===== config.mk =====
export PLATFORM = sky130hd
export DESIGN_NAME = pwm_ctl
export DESIGN_NICKNAME = d
export VERILOG_FILES = /design/src/design/pwm_ctl_pkg.sv /design/src/design/pwm_ctl.sv
export SDC_FILE = /design/constraint.sdc
export NUM_CORES = 1
export LEC_CHECK = 0
export BUFFER_PORTS_ARGS = -buffer_cell sky130_fd_sc_hd__buf_2
export CAP_MARGIN = 20
export CELL_PAD_IN_SITES_DETAIL_PLACEMENT = 0
export CELL_PAD_IN_SITES_GLOBAL_PLACEMENT = 1
export CORE_MARGIN = 10
export CORE_UTILIZATION = 44
export CTS_BUF_LIST = sky130_fd_sc_hd__clkbuf_16
export DETAILED_ROUTE_END_ITERATION = 7
export GPL_TIMING_DRIVEN = 0
export MAX_ROUTING_LAYER = met4
export PLACE_DENSITY = 0.94
export SYNTH_ARGS = -nofsm -noshare
export SYNTH_HDL_FRONTEND = slang
export SYNTH_SLANG_ARGS = --single-unit
export TNS_END_PERCENT = 1

===== constraint.sdc =====
create_clock -name i_clock -period 8.12 [get_ports i_clock]
set_clock_uncertainty 0.2 [all_clocks]
set_input_delay 1.624 -clock i_clock [delete_from_list [all_inputs] [get_ports i_clock]]
set_output_delay 1.624 -clock i_clock [all_outputs]
set_load 0.02 [all_outputs]

===== src/design/pwm_ctl_pkg.sv =====
package pwm_ctl_pkg;
    // register byte offsets
    localparam logic [11:0] OFS_MASTER_CTL = 12'h000;
    localparam logic [11:0] OFS_SYNC_REQ = 12'h004;
    localparam logic [11:0] OFS_PIN_EN = 12'h008;
    localparam logic [11:0] OFS_INVERT = 12'h00c;
    localparam logic [11:0] OFS_FAULT = 12'h010;
    localparam logic [11:0] OFS_INT_EN = 12'h014;
    localparam logic [11:0] OFS_RAW_INT = 12'h018;
    localparam logic [11:0] OFS_INT_CLR = 12'h01c;
    localparam logic [11:0] OFS_FAULT_LVL = 12'h020;
    localparam logic [11:0] OFS_GEN_CTL = 12'h040;
    localparam logic [11:0] OFS_GEN_INTEN = 12'h044;
    localparam logic [11:0] OFS_GEN_RIS = 12'h048;
    localparam logic [11:0] OFS_GEN_ISC = 12'h04c;
    localparam logic [11:0] OFS_LOAD = 12'h050;
    localparam logic [11:0] OFS_COUNT = 12'h054;
    localparam logic [11:0] OFS_CMPA = 12'h058;
    localparam logic [11:0] OFS_CMPB = 12'h05c;
    localparam logic [11:0] OFS_ACT_A = 12'h060;
    localparam logic [11:0] OFS_ACT_B = 12'h064;
    localparam logic [11:0] OFS_DB_CTL = 12'h068;
    localparam logic [11:0] OFS_DB_RISE = 12'h06c;
    localparam logic [11:0] OFS_DB_FALL = 12'h070;
    // field positions
    localparam int GC_RUN = 0;
    localparam int GC_UPDOWN = 1;
    localparam int GC_DBG_RUN = 2;
    localparam int GC_LOAD_SYNC = 3;
    localparam int GC_CMPA_SYNC = 4;
    localparam int GC_CMPB_SYNC = 5;
    localparam int IE_GEN = 0;
    localparam int IE_FAULT = 16;
    localparam int TRG_POS = 8;
    localparam int EV_ZERO = 0;
    localparam int EV_LOAD = 1;
    localparam int EV_AUP = 2;
    localparam int EV_ADN = 3;
    localparam int EV_BUP = 4;
    localparam int EV_BDN = 5;
    // reset values
    localparam logic [31:0] RST_WORD = 32'h0000_0000;
    localparam logic [15:0] RST_HALF = 16'h0000;
    localparam logic [5:0] RST_EV = 6'h00;
    localparam logic [1:0] RST_PAIR = 2'h0;
endpackage


===== src/design/pwm_ctl.sv =====
// Overview of operation
// - selected counter events, any subset, raise the generator interrupt.
// - separate event selection emits a converter trigger pulse.
// - interrupts and triggers use raw counter events, not dead-band edges.
// - sync request resets the one counter to zero on one edge.
// - immediate mode applies new load and compare values at counter zero.
// - sync mode waits for global update, then applies all at zero.
// - fault input and debugger halt both count as fault conditions.
// - per-output fault bit forces that output inactive during a fault.
// - detected fault input can raise a processor interrupt.
// - debug halt either keeps counting or runs to zero and stops.
// - debug stall never raises any interrupt.
// - one enable register gates which raw signals reach the pins.
// - optional per-output inversion is the final stage.
// - control zero is down, immediate, stopped; bit zero starts counter.
// - module registers at 0x000-0x020, generator at 0x040-0x070.
// - fault level readable; interrupt status cleared by writing ones.
// - disabled output becomes zero, still passed through inversion.
// - fault forcing precedes inversion.
// - global update bit self-clears after updates; software cannot clear.
module pwm_ctl
    import pwm_ctl_pkg::*;
(
    // clock and reset
    input wire logic i_clock,
    input wire logic i_rst,
    // register port
    input wire logic [11:0] i_addr,
    input wire logic [31:0] i_wdata,
    input wire logic i_wr,
    input wire logic i_rd,
    output logic [31:0] o_rdata,
    // external conditions
    input wire logic i_fault,
    input wire logic i_debug_halt,
    // waveform and dead-band block
    input wire logic i_raw_output_pin_zero,
    input wire logic i_raw_output_pin_one,
    output logic [15:0] o_count,
    output logic o_dir_up,
    output logic [5:0] o_events,
    output logic [15:0] o_cmpa,
    output logic [15:0] o_cmpb,
    output logic [31:0] o_act_a,
    output logic [31:0] o_act_b,
    output logic [31:0] o_db_ctl,
    output logic [31:0] o_db_rise,
    output logic [31:0] o_db_fall,
    // pins, trigger, interrupt
    output logic o_pin0,
    output logic o_pin1,
    output logic o_adc_trigger,
    output logic o_irq
);
    logic [31:0] gen_ctl_r, gen_inten_r, load_r, cmpa_r, cmpb_r;
    logic [31:0] act_a_r, act_b_r, db_ctl_r, db_rise_r, db_fall_r;
    logic [15:0] load_act_r, cmpa_act_r, cmpb_act_r, count_r;
    logic [1:0] pin_en_r, inv_r, fault_en_r;
    logic [31:0] inten_r, rdata_r, rd_val;
    logic [5:0] gen_ris_r, ev;
    logic gup_r, sync_r, dir_r, stopped_r, fault_m_r, fault_s_r;
    logic fault_lat_r, trig_r, pin0_r, pin1_r;
    logic adv, at_zero, halt_stop, fault_cond, gen_int, wr_gen_ctl;
    logic [1:0] stage, forced;
    logic [31:0] mod_ris;

    function automatic logic wr_at(input logic [11:0] a);
        wr_at = i_wr && (i_addr == a);
    endfunction

    // register writes
    always_ff @(posedge i_clock) begin
        if (i_rst) begin
            pin_en_r <= RST_PAIR;
            inv_r <= RST_PAIR;
            fault_en_r <= RST_PAIR;
            inten_r <= RST_WORD;
            gen_ctl_r <= RST_WORD;
            gen_inten_r <= RST_WORD;
            load_r <= RST_WORD;
            cmpa_r <= RST_WORD;
            cmpb_r <= RST_WORD;
            act_a_r <= RST_WORD;
            act_b_r <= RST_WORD;
            db_ctl_r <= RST_WORD;
            db_rise_r <= RST_WORD;
            db_fall_r <= RST_WORD;
        end else begin
            if (wr_at(OFS_PIN_EN)) pin_en_r <= i_wdata[1:0];
            if (wr_at(OFS_INVERT)) inv_r <= i_wdata[1:0];
            if (wr_at(OFS_FAULT)) fault_en_r <= i_wdata[1:0];
            if (wr_at(OFS_INT_EN)) begin
                inten_r <= i_wdata & 32'h0001_0001;
            end
            // all zero: down count, immediate updates, stopped
            if (wr_at(OFS_GEN_CTL)) gen_ctl_r <= i_wdata & 32'h0000_003f;
            if (wr_at(OFS_GEN_INTEN)) begin
                gen_inten_r <= i_wdata & 32'h0000_3f3f;
            end
            if (wr_at(OFS_LOAD)) load_r <= {16'h0000, i_wdata[15:0]};
            if (wr_at(OFS_CMPA)) cmpa_r <= {16'h0000, i_wdata[15:0]};
            if (wr_at(OFS_CMPB)) cmpb_r <= {16'h0000, i_wdata[15:0]};
            if (wr_at(OFS_ACT_A)) act_a_r <= i_wdata;
            if (wr_at(OFS_ACT_B)) act_b_r <= i_wdata;
            if (wr_at(OFS_DB_CTL)) db_ctl_r <= i_wdata;
            if (wr_at(OFS_DB_RISE)) db_rise_r <= i_wdata;
            if (wr_at(OFS_DB_FALL)) db_fall_r <= i_wdata;
        end
    end

    assign wr_gen_ctl = i_wr && (i_addr == OFS_MASTER_CTL) && i_wdata[0];
    assign at_zero = (count_r == RST_HALF);

    // raw counter events, ahead of any dead-band delay
    always_comb begin
        ev = RST_EV;
        if (gen_ctl_r[GC_RUN] && !stopped_r) begin
            ev[EV_ZERO] = at_zero;
            ev[EV_LOAD] = (count_r == load_act_r);
            if (!ev[EV_ZERO] && !ev[EV_LOAD]) begin
                if (cmpa_act_r <= load_act_r && count_r == cmpa_act_r) begin
                    ev[EV_AUP] = dir_r;
                    ev[EV_ADN] = !dir_r;
                end
                if (cmpb_act_r <= load_act_r && count_r == cmpb_act_r) begin
                    ev[EV_BUP] = dir_r;
                    ev[EV_BDN] = !dir_r;
                end
            end
        end
    end

    // run-to-zero stall: freeze at zero while halted
    assign halt_stop = i_debug_halt && !gen_ctl_r[GC_DBG_RUN];
    assign adv = gen_ctl_r[GC_RUN] && !stopped_r && !(halt_stop && at_zero);

    always_ff @(posedge i_clock) begin
        if (i_rst) begin
            stopped_r <= 1'b0;
        end else begin
            stopped_r <= halt_stop && (stopped_r || at_zero);
        end
    end

    // counter sync bit self-clears after one reset cycle
    always_ff @(posedge i_clock) begin
        if (i_rst) begin
            sync_r <= 1'b0;
        end else begin
            sync_r <= wr_at(OFS_SYNC_REQ) && i_wdata[0];
        end
    end

    always_ff @(posedge i_clock) begin
        if (i_rst) begin
            count_r <= RST_HALF;
            dir_r <= 1'b0;
        end else if (sync_r) begin
            count_r <= RST_HALF;
            dir_r <= gen_ctl_r[GC_UPDOWN];
        end else if (adv) begin
            if (!gen_ctl_r[GC_UPDOWN]) begin
                dir_r <= 1'b0;
                // period is load plus one ticks
                count_r <= at_zero ? load_act_r : count_r - 16'h0001;
            end else if (dir_r) begin
                if (count_r >= load_act_r) begin
                    dir_r <= 1'b0;
                    count_r <= at_zero ? count_r : count_r - 16'h0001;
                end else begin
                    count_r <= count_r + 16'h0001;
                end
            end else if (at_zero) begin
                dir_r <= 1'b1;
                if (load_act_r != RST_HALF) count_r <= 16'h0001;
            end else begin
                count_r <= count_r - 16'h0001;
            end
        end
    end

    // active values change only at zero
    always_ff @(posedge i_clock) begin
        if (i_rst) begin
            load_act_r <= RST_HALF;
            cmpa_act_r <= RST_HALF;
            cmpb_act_r <= RST_HALF;
        end else if (ev[EV_ZERO]) begin
            if (!gen_ctl_r[GC_LOAD_SYNC] || gup_r) begin
                load_act_r <= load_r[15:0];
            end
            if (!gen_ctl_r[GC_CMPA_SYNC] || gup_r) begin
                cmpa_act_r <= cmpa_r[15:0];
            end
            if (!gen_ctl_r[GC_CMPB_SYNC] || gup_r) begin
                cmpb_act_r <= cmpb_r[15:0];
            end
        end
    end

    // global update: set by software, cleared only by hardware
    always_ff @(posedge i_clock) begin
        if (i_rst) begin
            gup_r <= 1'b0;
        end else if (wr_gen_ctl) begin
            gup_r <= 1'b1;
        end else if (ev[EV_ZERO]) begin
            gup_r <= 1'b0;
        end
    end

    // generator event status, set wins over clear
    always_ff @(posedge i_clock) begin
        if (i_rst) begin
            gen_ris_r <= RST_EV;
        end else begin
            gen_ris_r <= (gen_ris_r & ~({6{wr_at(OFS_GEN_ISC)}} &
                i_wdata[5:0])) | (ev & gen_inten_r[5:0]);
        end
    end
    assign gen_int = |(gen_ris_r & gen_inten_r[5:0]);

    // trigger pulse one cycle after its event
    always_ff @(posedge i_clock) begin
        if (i_rst) begin
            trig_r <= 1'b0;
        end else begin
            trig_r <= |(ev & gen_inten_r[TRG_POS+5:TRG_POS]);
        end
    end

    // two-stage synchroniser on the fault pin
    always_ff @(posedge i_clock) begin
        if (i_rst) begin
            fault_m_r <= 1'b0;
            fault_s_r <= 1'b0;
        end else begin
            fault_m_r <= i_fault;
            fault_s_r <= fault_m_r;
        end
    end

    // only the pin latches, halts never interrupt
    always_ff @(posedge i_clock) begin
        if (i_rst) begin
            fault_lat_r <= 1'b0;
        end else if (fault_s_r) begin
            fault_lat_r <= 1'b1;
        end else if (wr_at(OFS_INT_CLR) && i_wdata[IE_FAULT]) begin
            fault_lat_r <= 1'b0;
        end
    end

    assign fault_cond = fault_s_r || i_debug_halt;
    assign stage = {i_raw_output_pin_one, i_raw_output_pin_zero} & pin_en_r;
    assign forced = stage & ~({2{fault_cond}} & fault_en_r);

    always_ff @(posedge i_clock) begin
        if (i_rst) begin
            pin0_r <= 1'b0;
            pin1_r <= 1'b0;
        end else begin
            pin0_r <= forced[0] ^ inv_r[0];
            pin1_r <= forced[1] ^ inv_r[1];
        end
    end

    always_comb begin
        mod_ris = RST_WORD;
        mod_ris[IE_GEN] = gen_int;
        mod_ris[IE_FAULT] = fault_lat_r;
    end

    // read mux, unmapped reads zero
    always_comb begin
        rd_val = RST_WORD;
        unique case (i_addr)
            OFS_MASTER_CTL: rd_val = {31'h0, gup_r};
            OFS_SYNC_REQ: rd_val = {31'h0, sync_r};
            OFS_PIN_EN: rd_val = {30'h0, pin_en_r};
            OFS_INVERT: rd_val = {30'h0, inv_r};
            OFS_FAULT: rd_val = {30'h0, fault_en_r};
            OFS_INT_EN: rd_val = inten_r;
            OFS_RAW_INT: rd_val = mod_ris;
            OFS_INT_CLR: rd_val = mod_ris & inten_r;
            OFS_FAULT_LVL: rd_val = {31'h0, fault_s_r};
            OFS_GEN_CTL: rd_val = gen_ctl_r;
            OFS_GEN_INTEN: rd_val = gen_inten_r;
            OFS_GEN_RIS: rd_val = {26'h0, gen_ris_r};
            OFS_GEN_ISC: rd_val = {26'h0, gen_ris_r & gen_inten_r[5:0]};
            OFS_LOAD: rd_val = load_r;
            OFS_COUNT: rd_val = {16'h0, count_r};
            OFS_CMPA: rd_val = cmpa_r;
            OFS_CMPB: rd_val = cmpb_r;
            OFS_ACT_A: rd_val = act_a_r;
            OFS_ACT_B: rd_val = act_b_r;
            OFS_DB_CTL: rd_val = db_ctl_r;
            OFS_DB_RISE: rd_val = db_rise_r;
            OFS_DB_FALL: rd_val = db_fall_r;
            default: rd_val = RST_WORD;
        endcase
    end

    always_ff @(posedge i_clock) begin
        if (i_rst) begin
            rdata_r <= RST_WORD;
        end else begin
            rdata_r <= i_rd ? rd_val : RST_WORD;
        end
    end

    assign o_rdata = rdata_r;
    assign o_count = count_r;
    assign o_dir_up = dir_r;
    assign o_events = ev;
    assign o_cmpa = cmpa_act_r;
    assign o_cmpb = cmpb_act_r;
    assign o_act_a = act_a_r;
    assign o_act_b = act_b_r;
    assign o_db_ctl = db_ctl_r;
    assign o_db_rise = db_rise_r;
    assign o_db_fall = db_fall_r;
    assign o_pin0 = pin0_r;
    assign o_pin1 = pin1_r;
    assign o_adc_trigger = trig_r;
    assign o_irq = |(mod_ris & inten_r);
endmodule


==> results of run 1 <==
-- critical path, cell delays in order, from the launching register on --
cell and delay [ns]:
dfxtp_1 0.33, clkbuf_1 0.35, inv_1 0.24, ha_1 0.24
nor3b_1 0.36, nand4b_1 0.51, or2_2 0.52, nor2_1 0.58
buf_2 0.30
-- metrics by stage --
stage	hold WS, ns	total power [uW]	utilization, %	setup WS (ns)	cell area (um^2)
final	0.237	3520	53.8	2.33	19200
after global routing	0.258	3590	53.8	2.23	19200
after CTS	0.240	3510	53.8	2.49	19200
after detailed placement	0.226	1830	50.4	2.54	18000
after global placement	0.222	1830	50.4	2.58	18000
after floorplan	0.214	1780	-	3.88	16000
-- per-layer routing --
layer | GRT usage (%) | vias to the layer above | part of all wire [%]
met5 | - | - | 0
met4 | 15.1 | 0 | 4.5
met3 | 7.79 | 198 | 11
met2 | 51.5 | 1199 | 46
met1 | 39.2 | 8341 | 38
li1 | - | 7837 | -
-- placed cells by master, fill, tap and decap left out, drive strengths merged, types with 6 or more instances in the layout --
cell type,count
inv,38
and2,12
o22ai,8
xnor2,9
nor3,20
or2,9
nor2,66
a22o,14
ha,50
a31oi,11
a21o,18
a222oi,44
nor4,18
xor2,37
a22oi,33
nand4,20
nand2,611
buf,307
a211oi,6
a41oi,7
a21oi,333
clkbuf,187
dfxtp,346
mux2i,12
nand3,36
o21ai,25
clkinv,21
nand2b,9
and3,7
o211ai,6
nor2b,11
a221oi,16
-- layout make-up --
cell class | count | area, um^2 | area share (%)
Multi-Input combinational cell | 1510 | 8230 | 42.9
Sequential cell | 346 | 6930 | 36.1
Timing Repair Buffer | 289 | 1450 | 7.55
Clock buffer | 39 | 976 | 5.09
Buffer | 166 | 677 | 3.53
Tap cell | 461 | 577 | 3.01
Clock inverter | 31 | 228 | 1.19
Inverter | 32 | 120 | 0.626
Antenna cell | 2 | 5.00 | 0.0261
-- cell families after synthesis --
group                      after synthesis
and+or+nand+nor                        843
AOI/OAI and AO/OA                      558
DFF                                    346
buffers and inverters                  198
adders and majority gates               50
xor gates and xnor gates                46
muxes                                   13
-- flip-flops by register name (all words and copies together), names as in the netlist, 32 cells and up --
name / cells
o_act_a: 32
o_act_b: 32
o_db_ctl: 32
o_db_fall: 32
o_db_rise: 32
o_rdata: 32
-- power groups by stage --
stage          Sequential, uW  Combinational (uW)  Clock (uW)
3_5_place_dp             1740                93.4           0
6_report                 1700                96.8        1720
3_3_place_gp             1740                93.0           0
2_1_floorplan            1740                43.4           0
5_1_grt                  1700                 101        1790
4_1_cts                  1700                93.7        1720
-- worst paths after layout --
check / from / end / slack (ns) / cells after the start
max: o_count[0] / o_events[0] / 2.33 / 8
min: fault_m_r / fault_s_r / 0.24 / 1
max reg2reg: o_count[0] / o_count[9] / 3.45 / 11
min reg2reg: fault_m_r / fault_s_r / 0.24 / 1
==> impl_results.md, run 1 <==
- # resized after CTS: 0
- Worst IR Drop VDD: 178 uV
- Worst-path clk slew: 0.06 ns
- Crit. End Element: output pin
- Largest net degree at the start of global routing: 14
- WL per Instance: around 26 um
- Commonest cells in the netlist: nand2_1 (611), dfxtp_1 (346), a21oi_1 (330)
- Most common cell in the synthesized netlist: nand2_1
- Number of global-route vias before repair: 17100
- Post-synth top area share: around 43%
- Actual slew at the worst max-slew pin: around 1.1 ns
- Required time of the worst setup path: approximately 6.3 ns
- Vias: roughly 18000
- Yosys cell types: 76
- Worst slew margin: 28.9%
- Starting DRT DRC Count: 2067
- Combinational power share: 2.8%
- Clk pwr share: 48.9%
- Kind of critical path: flip-flop to output pin
- Post-Syn Instances: 2054
- Tmin final: 5.79 ns
- Adder-Cell Fraction of Synth Area: 3.92%
- Root buffer cell: clkbuf_16
- Clock Latency Late Sink: between 0.5 and 0.6 ns
- Fill cell count: roughly 3500
- Synth Area in XOR/XNOR: 2.52%
- Lkg Pwr: 0.00754 uW
- WP data arrival: 3.96 ns
- CTS Hold Buffers Added: 0
- Number of detailed-route iterations in the first pass: 6
- Synth area leader: dfxtp_1
- Sequential power share: 48.3%
- Die W: 210 um
- Fin cells: roughly 2900
- Peak Freq: 0.173 GHz
- Port bufs: 288
- Cell area power density: 183 nW/um^2
- Gr usage total: 32.8%
- Largest family of logic cells by synthesized area: simple AND/OR/NAND/NOR gates
- Net Sw Power: about 830 uW
- Starting Density: 44.8%
- H-tree levels: 2
- Number of flops mapped to enable cells by yosys: 0
- Total Wirelength: 73.9 mm
- Startpoint Class: flip-flop
- GRT overflow: 0
- DRC Markers: 0
- Post-synthesis area per instance: 7.77 um^2
- Post-DP HPWL: between 50 and 60 mm
- Max Cap Viol: 0
- Warning count from the yosys run: 0
- Fin crit share: 71.3%
- Seq cells post-synth: between 300 and 400
- Die area: roughly 44000 um^2
- Post-synthesis mux area share: 0.823%
- Internal power: 2690 uW
- Nets: approximately 2500
- Vias per inst: roughly 6.1
- Top cells by area, synth: dfxtp_1 (43%), nand2_1 (14%), a21oi_1 (10%)
- Synth Area in Compound Gates: 22.0%
- Net Count, Synth: 2156
- TritonCTS buffer count: 39
- RSZ-0062 raised after global routing: no
- Register area share after synthesis: 43.4%
- Type of the worst min-delay path: flip-flop to flip-flop
- Share of cells above drive strength 1: 15.6%
- Crit Path Max Fanout: 10
- Antenna violations before repair: 2
- Post-Syn Area: 16000 um^2
- First-pass GRT wire length: around 110 mm
- Num rows: 69
- Dpl cells: 2803
- Gpl congestion: a little over 1
- Switching Share: between 20% and 30%
- Status: finished clean
- Clock Sinks: ~350
- Setup violators final: 0
- Maximum root-to-sink buffer count: 3
- Sum of negative setup slack: 0 ns
- Max Slew Vio Count: 0
- # Post-CTS Setup Buffers: 0
- Endpoints failing hold: 0
- Simple-Gate Fraction of Synth Area: 22.3%
- Io pins: between 300 and 400
- Core Area: 35700 um^2
- Chip height: 210 um
- Async SR Flop Fraction: 0%
- Antenna Nets Post-Route: 0
- Area growth syn-to-layout: 20.3%
- CTS tree: done
- Top FF cell, synth: dfxtp_1
No activity file was read; power rests on OpenSTA's default activity.
==> run 2: changes to the inputs <==
- CORE_UTILIZATION: 44 -> 41
- PLACE_DENSITY: 0.94 -> 0.89
- clock period: 8.12 -> 5.8 ns (I/O delays scaled with it)
==> run 2 against run 1 <==
Net effect:
- the flow now finishes with violations (DRC)
- die area increased by 6.6%
- critical endpoint unchanged
- largest power group is now registers
- first-iteration DRC count is 9.0% higher
- non-clock buffer count is the same
- count of clock-buffer cells in the layout unchanged
- sequential power is 40% higher
==> impl_results.md, run 2 (synthesized netlist as in run 1, its figures left out) <==
- Die W: 217 um
- Worst slew margin: 28.4%
- Io pins: 303
- First-pass GRT wire length: 109 mm
- Number of global-route vias before repair: ~17000
- Worst hold margin: about 0.25 ns
- Vias: approximately 17000
- Most frequent cells in the layout: nand2_1 (611), dfxtp_1 (346), a21oi_1 (330), buf_2 (295), clkbuf_1 (146)
- Sequential power share: 48.9%
- Vias per inst: 5.95
- Worst hold start: fault_m_r
- Nets: about 2500
- Clock Latency Late Sink: 0.57 ns
- Setup violators final: 0
- Overall Power: 4860 uW
- Area growth syn-to-layout: 20.4%
- Cell area power density: 253 nW/um^2
- Peak Freq: 0.192 GHz
- Worst IR Drop VDD: 218 uV
- Hold EP: fault_s_r
- # Post-CTS Setup Buffers: 0
- Clk pwr share: between 40% and 50%
- Startpoint Class: flip-flop
- Dpl cells: 2860
- Kind of critical path: flip-flop to output pin
- Fill cell count: 3973
- Final Util: 49.8%
- Num rows: 72
- Root buffer cell: clkbuf_16
- Die area: 47200 um^2
- WP data arrival: just under 4 ns
- Failing checks: DRC
- FF-to-FF setup slack: between 0.7 and 0.8 ns
- Worst-path clk slew: 0.06 ns
- Max Cap Viol: 0
- Largest net degree at the start of global routing: 14
- Port bufs: between 200 and 300
- Commonest non-fill, non-tap cell in the layout: nand2_1
- Starting DRT DRC Count: around 2300
- CTS Hold Buffers Added: 0
- Clock Sinks: between 300 and 400
- Max Slew Vio Count: 0
- Worst-path cell chain: clkbuf_1 > inv_1 > ha_1 > nor3b_1 > nand4b_1 > or2_2 > nor2_1 > buf_2
- WL per Instance: 25.6 um
- Gr usage total: 31.0%
- Crit. End Element: output pin
- Share of cells above drive strength 1: between 15 and 20%
- Core Area: 38600 um^2
- Required time of the worst setup path: 4.44 ns
- Antenna violations before repair: 0
- Starting Density: about two fifths
- Crit path largest cell delay: about 0.59 ns
- Combinational power share: roughly 2.8%
- Crit Path Max Fanout: 10
- TritonCTS buffer count: 39
- Sum of negative setup slack: 0 ns
- Total Wirelength: between 70 and 80 mm
- Tmin final: 5.22 ns
- Internal power: 3710 uW
- Type of the worst min-delay path: flip-flop to flip-flop
- Switching Share: between 20% and 30%
- Ant. Diodes: 0
- Chip height: 217 um
- Status: finished, violations left
- Register-to-Register Path Depth: 11
- Fin crit share: 90.0%
- WHS Path Cells: 1
- Fin cells: roughly 2900
- Endpoints failing hold: 0
- Maximum root-to-sink buffer count: 3
- FF-to-FF Start: o_count[0]
- R2R Path End: o_count[9]
- DRC Markers: 18
- Slowest-stage cell, CP: nor2_1
- Gpl congestion: 0.973
- Net Sw Power: ~1100 uW
- H-tree levels: 2
- GRT overflow: 0
- Actual slew at the worst max-slew pin: 1.07 ns
- Post-DP HPWL: 56.7 mm
- RSZ-0062 raised after global routing: no
- Lkg Pwr: 0.00754 uW
- Antenna Nets Post-Route: 0
- # resized after CTS: 0
- Number of detailed-route iterations in the first pass: 8
- CTS tree: done
-- run 2: how the worst max path moves through the flow --
stage                     startpoint     endpoint  slack (ns)  depth (start not counted)
final                     o_count[0]  o_events[0]        0.58                          8
after global routing      o_count[0]  o_events[4]        0.49                         11
after CTS                 o_count[0]  o_events[4]        0.66                         11
after detailed placement   i_addr[1]   o_rdata[6]        0.73                          8
after global placement     i_addr[1]   o_rdata[6]        0.78                          8
after floorplan           o_count[0]  o_events[2]        2.03                          9
-- run 2: cell type report --
cell class	instances	area, um^2	area share [%]
clock buffers	39	976	5.08
inverters	32	120	0.625
plain buffers	166	677	3.52
well taps	518	648	3.37
repair buffers	289	1450	7.53
clock inverters	29	185	0.964
multi-input cells	1510	8230	42.9
flip-flops and latches	346	6930	36.1
-- run 2: worst max-delay path, delay by kind of cell, from the launching register on --
kind	cells	cell delay, ns
buf+inv	3	0.89
fa+ha+maj	1	0.24
simple gates	4	1.84
flops	1	0.33
-- run 2: per-layer routing --
layer  global-route usage, %  wire (um)  part of all wire [%]
met3                    8.64       8170                    11
met4                    14.8       3650                   4.9
met1                    36.9      29100                    39
met2                    47.8      34000                    45
met5                       -          0                     0
-- run 2: stage by stage --
step | instance area [um^2] | setup slack (ns)
finish | 19200 | 0.581
global route | 19200 | 0.493
CTS | 19200 | 0.660
detailed placement | 18000 | 0.734
global placement | 18000 | 0.783
floorplan | 16000 | 2.03
-- run 2: power groups by stage --
stage / Combinational [uW] / Clock, uW / Sequential, uW
final: 137 / 2350 / 2380
after global routing: 142 / 2440 / 2380
after CTS: 133 / 2340 / 2380
after detailed placement: 133 / 0 / 2430
after global placement: 133 / 0 / 2430
after floorplan: 60.8 / 0 / 2430
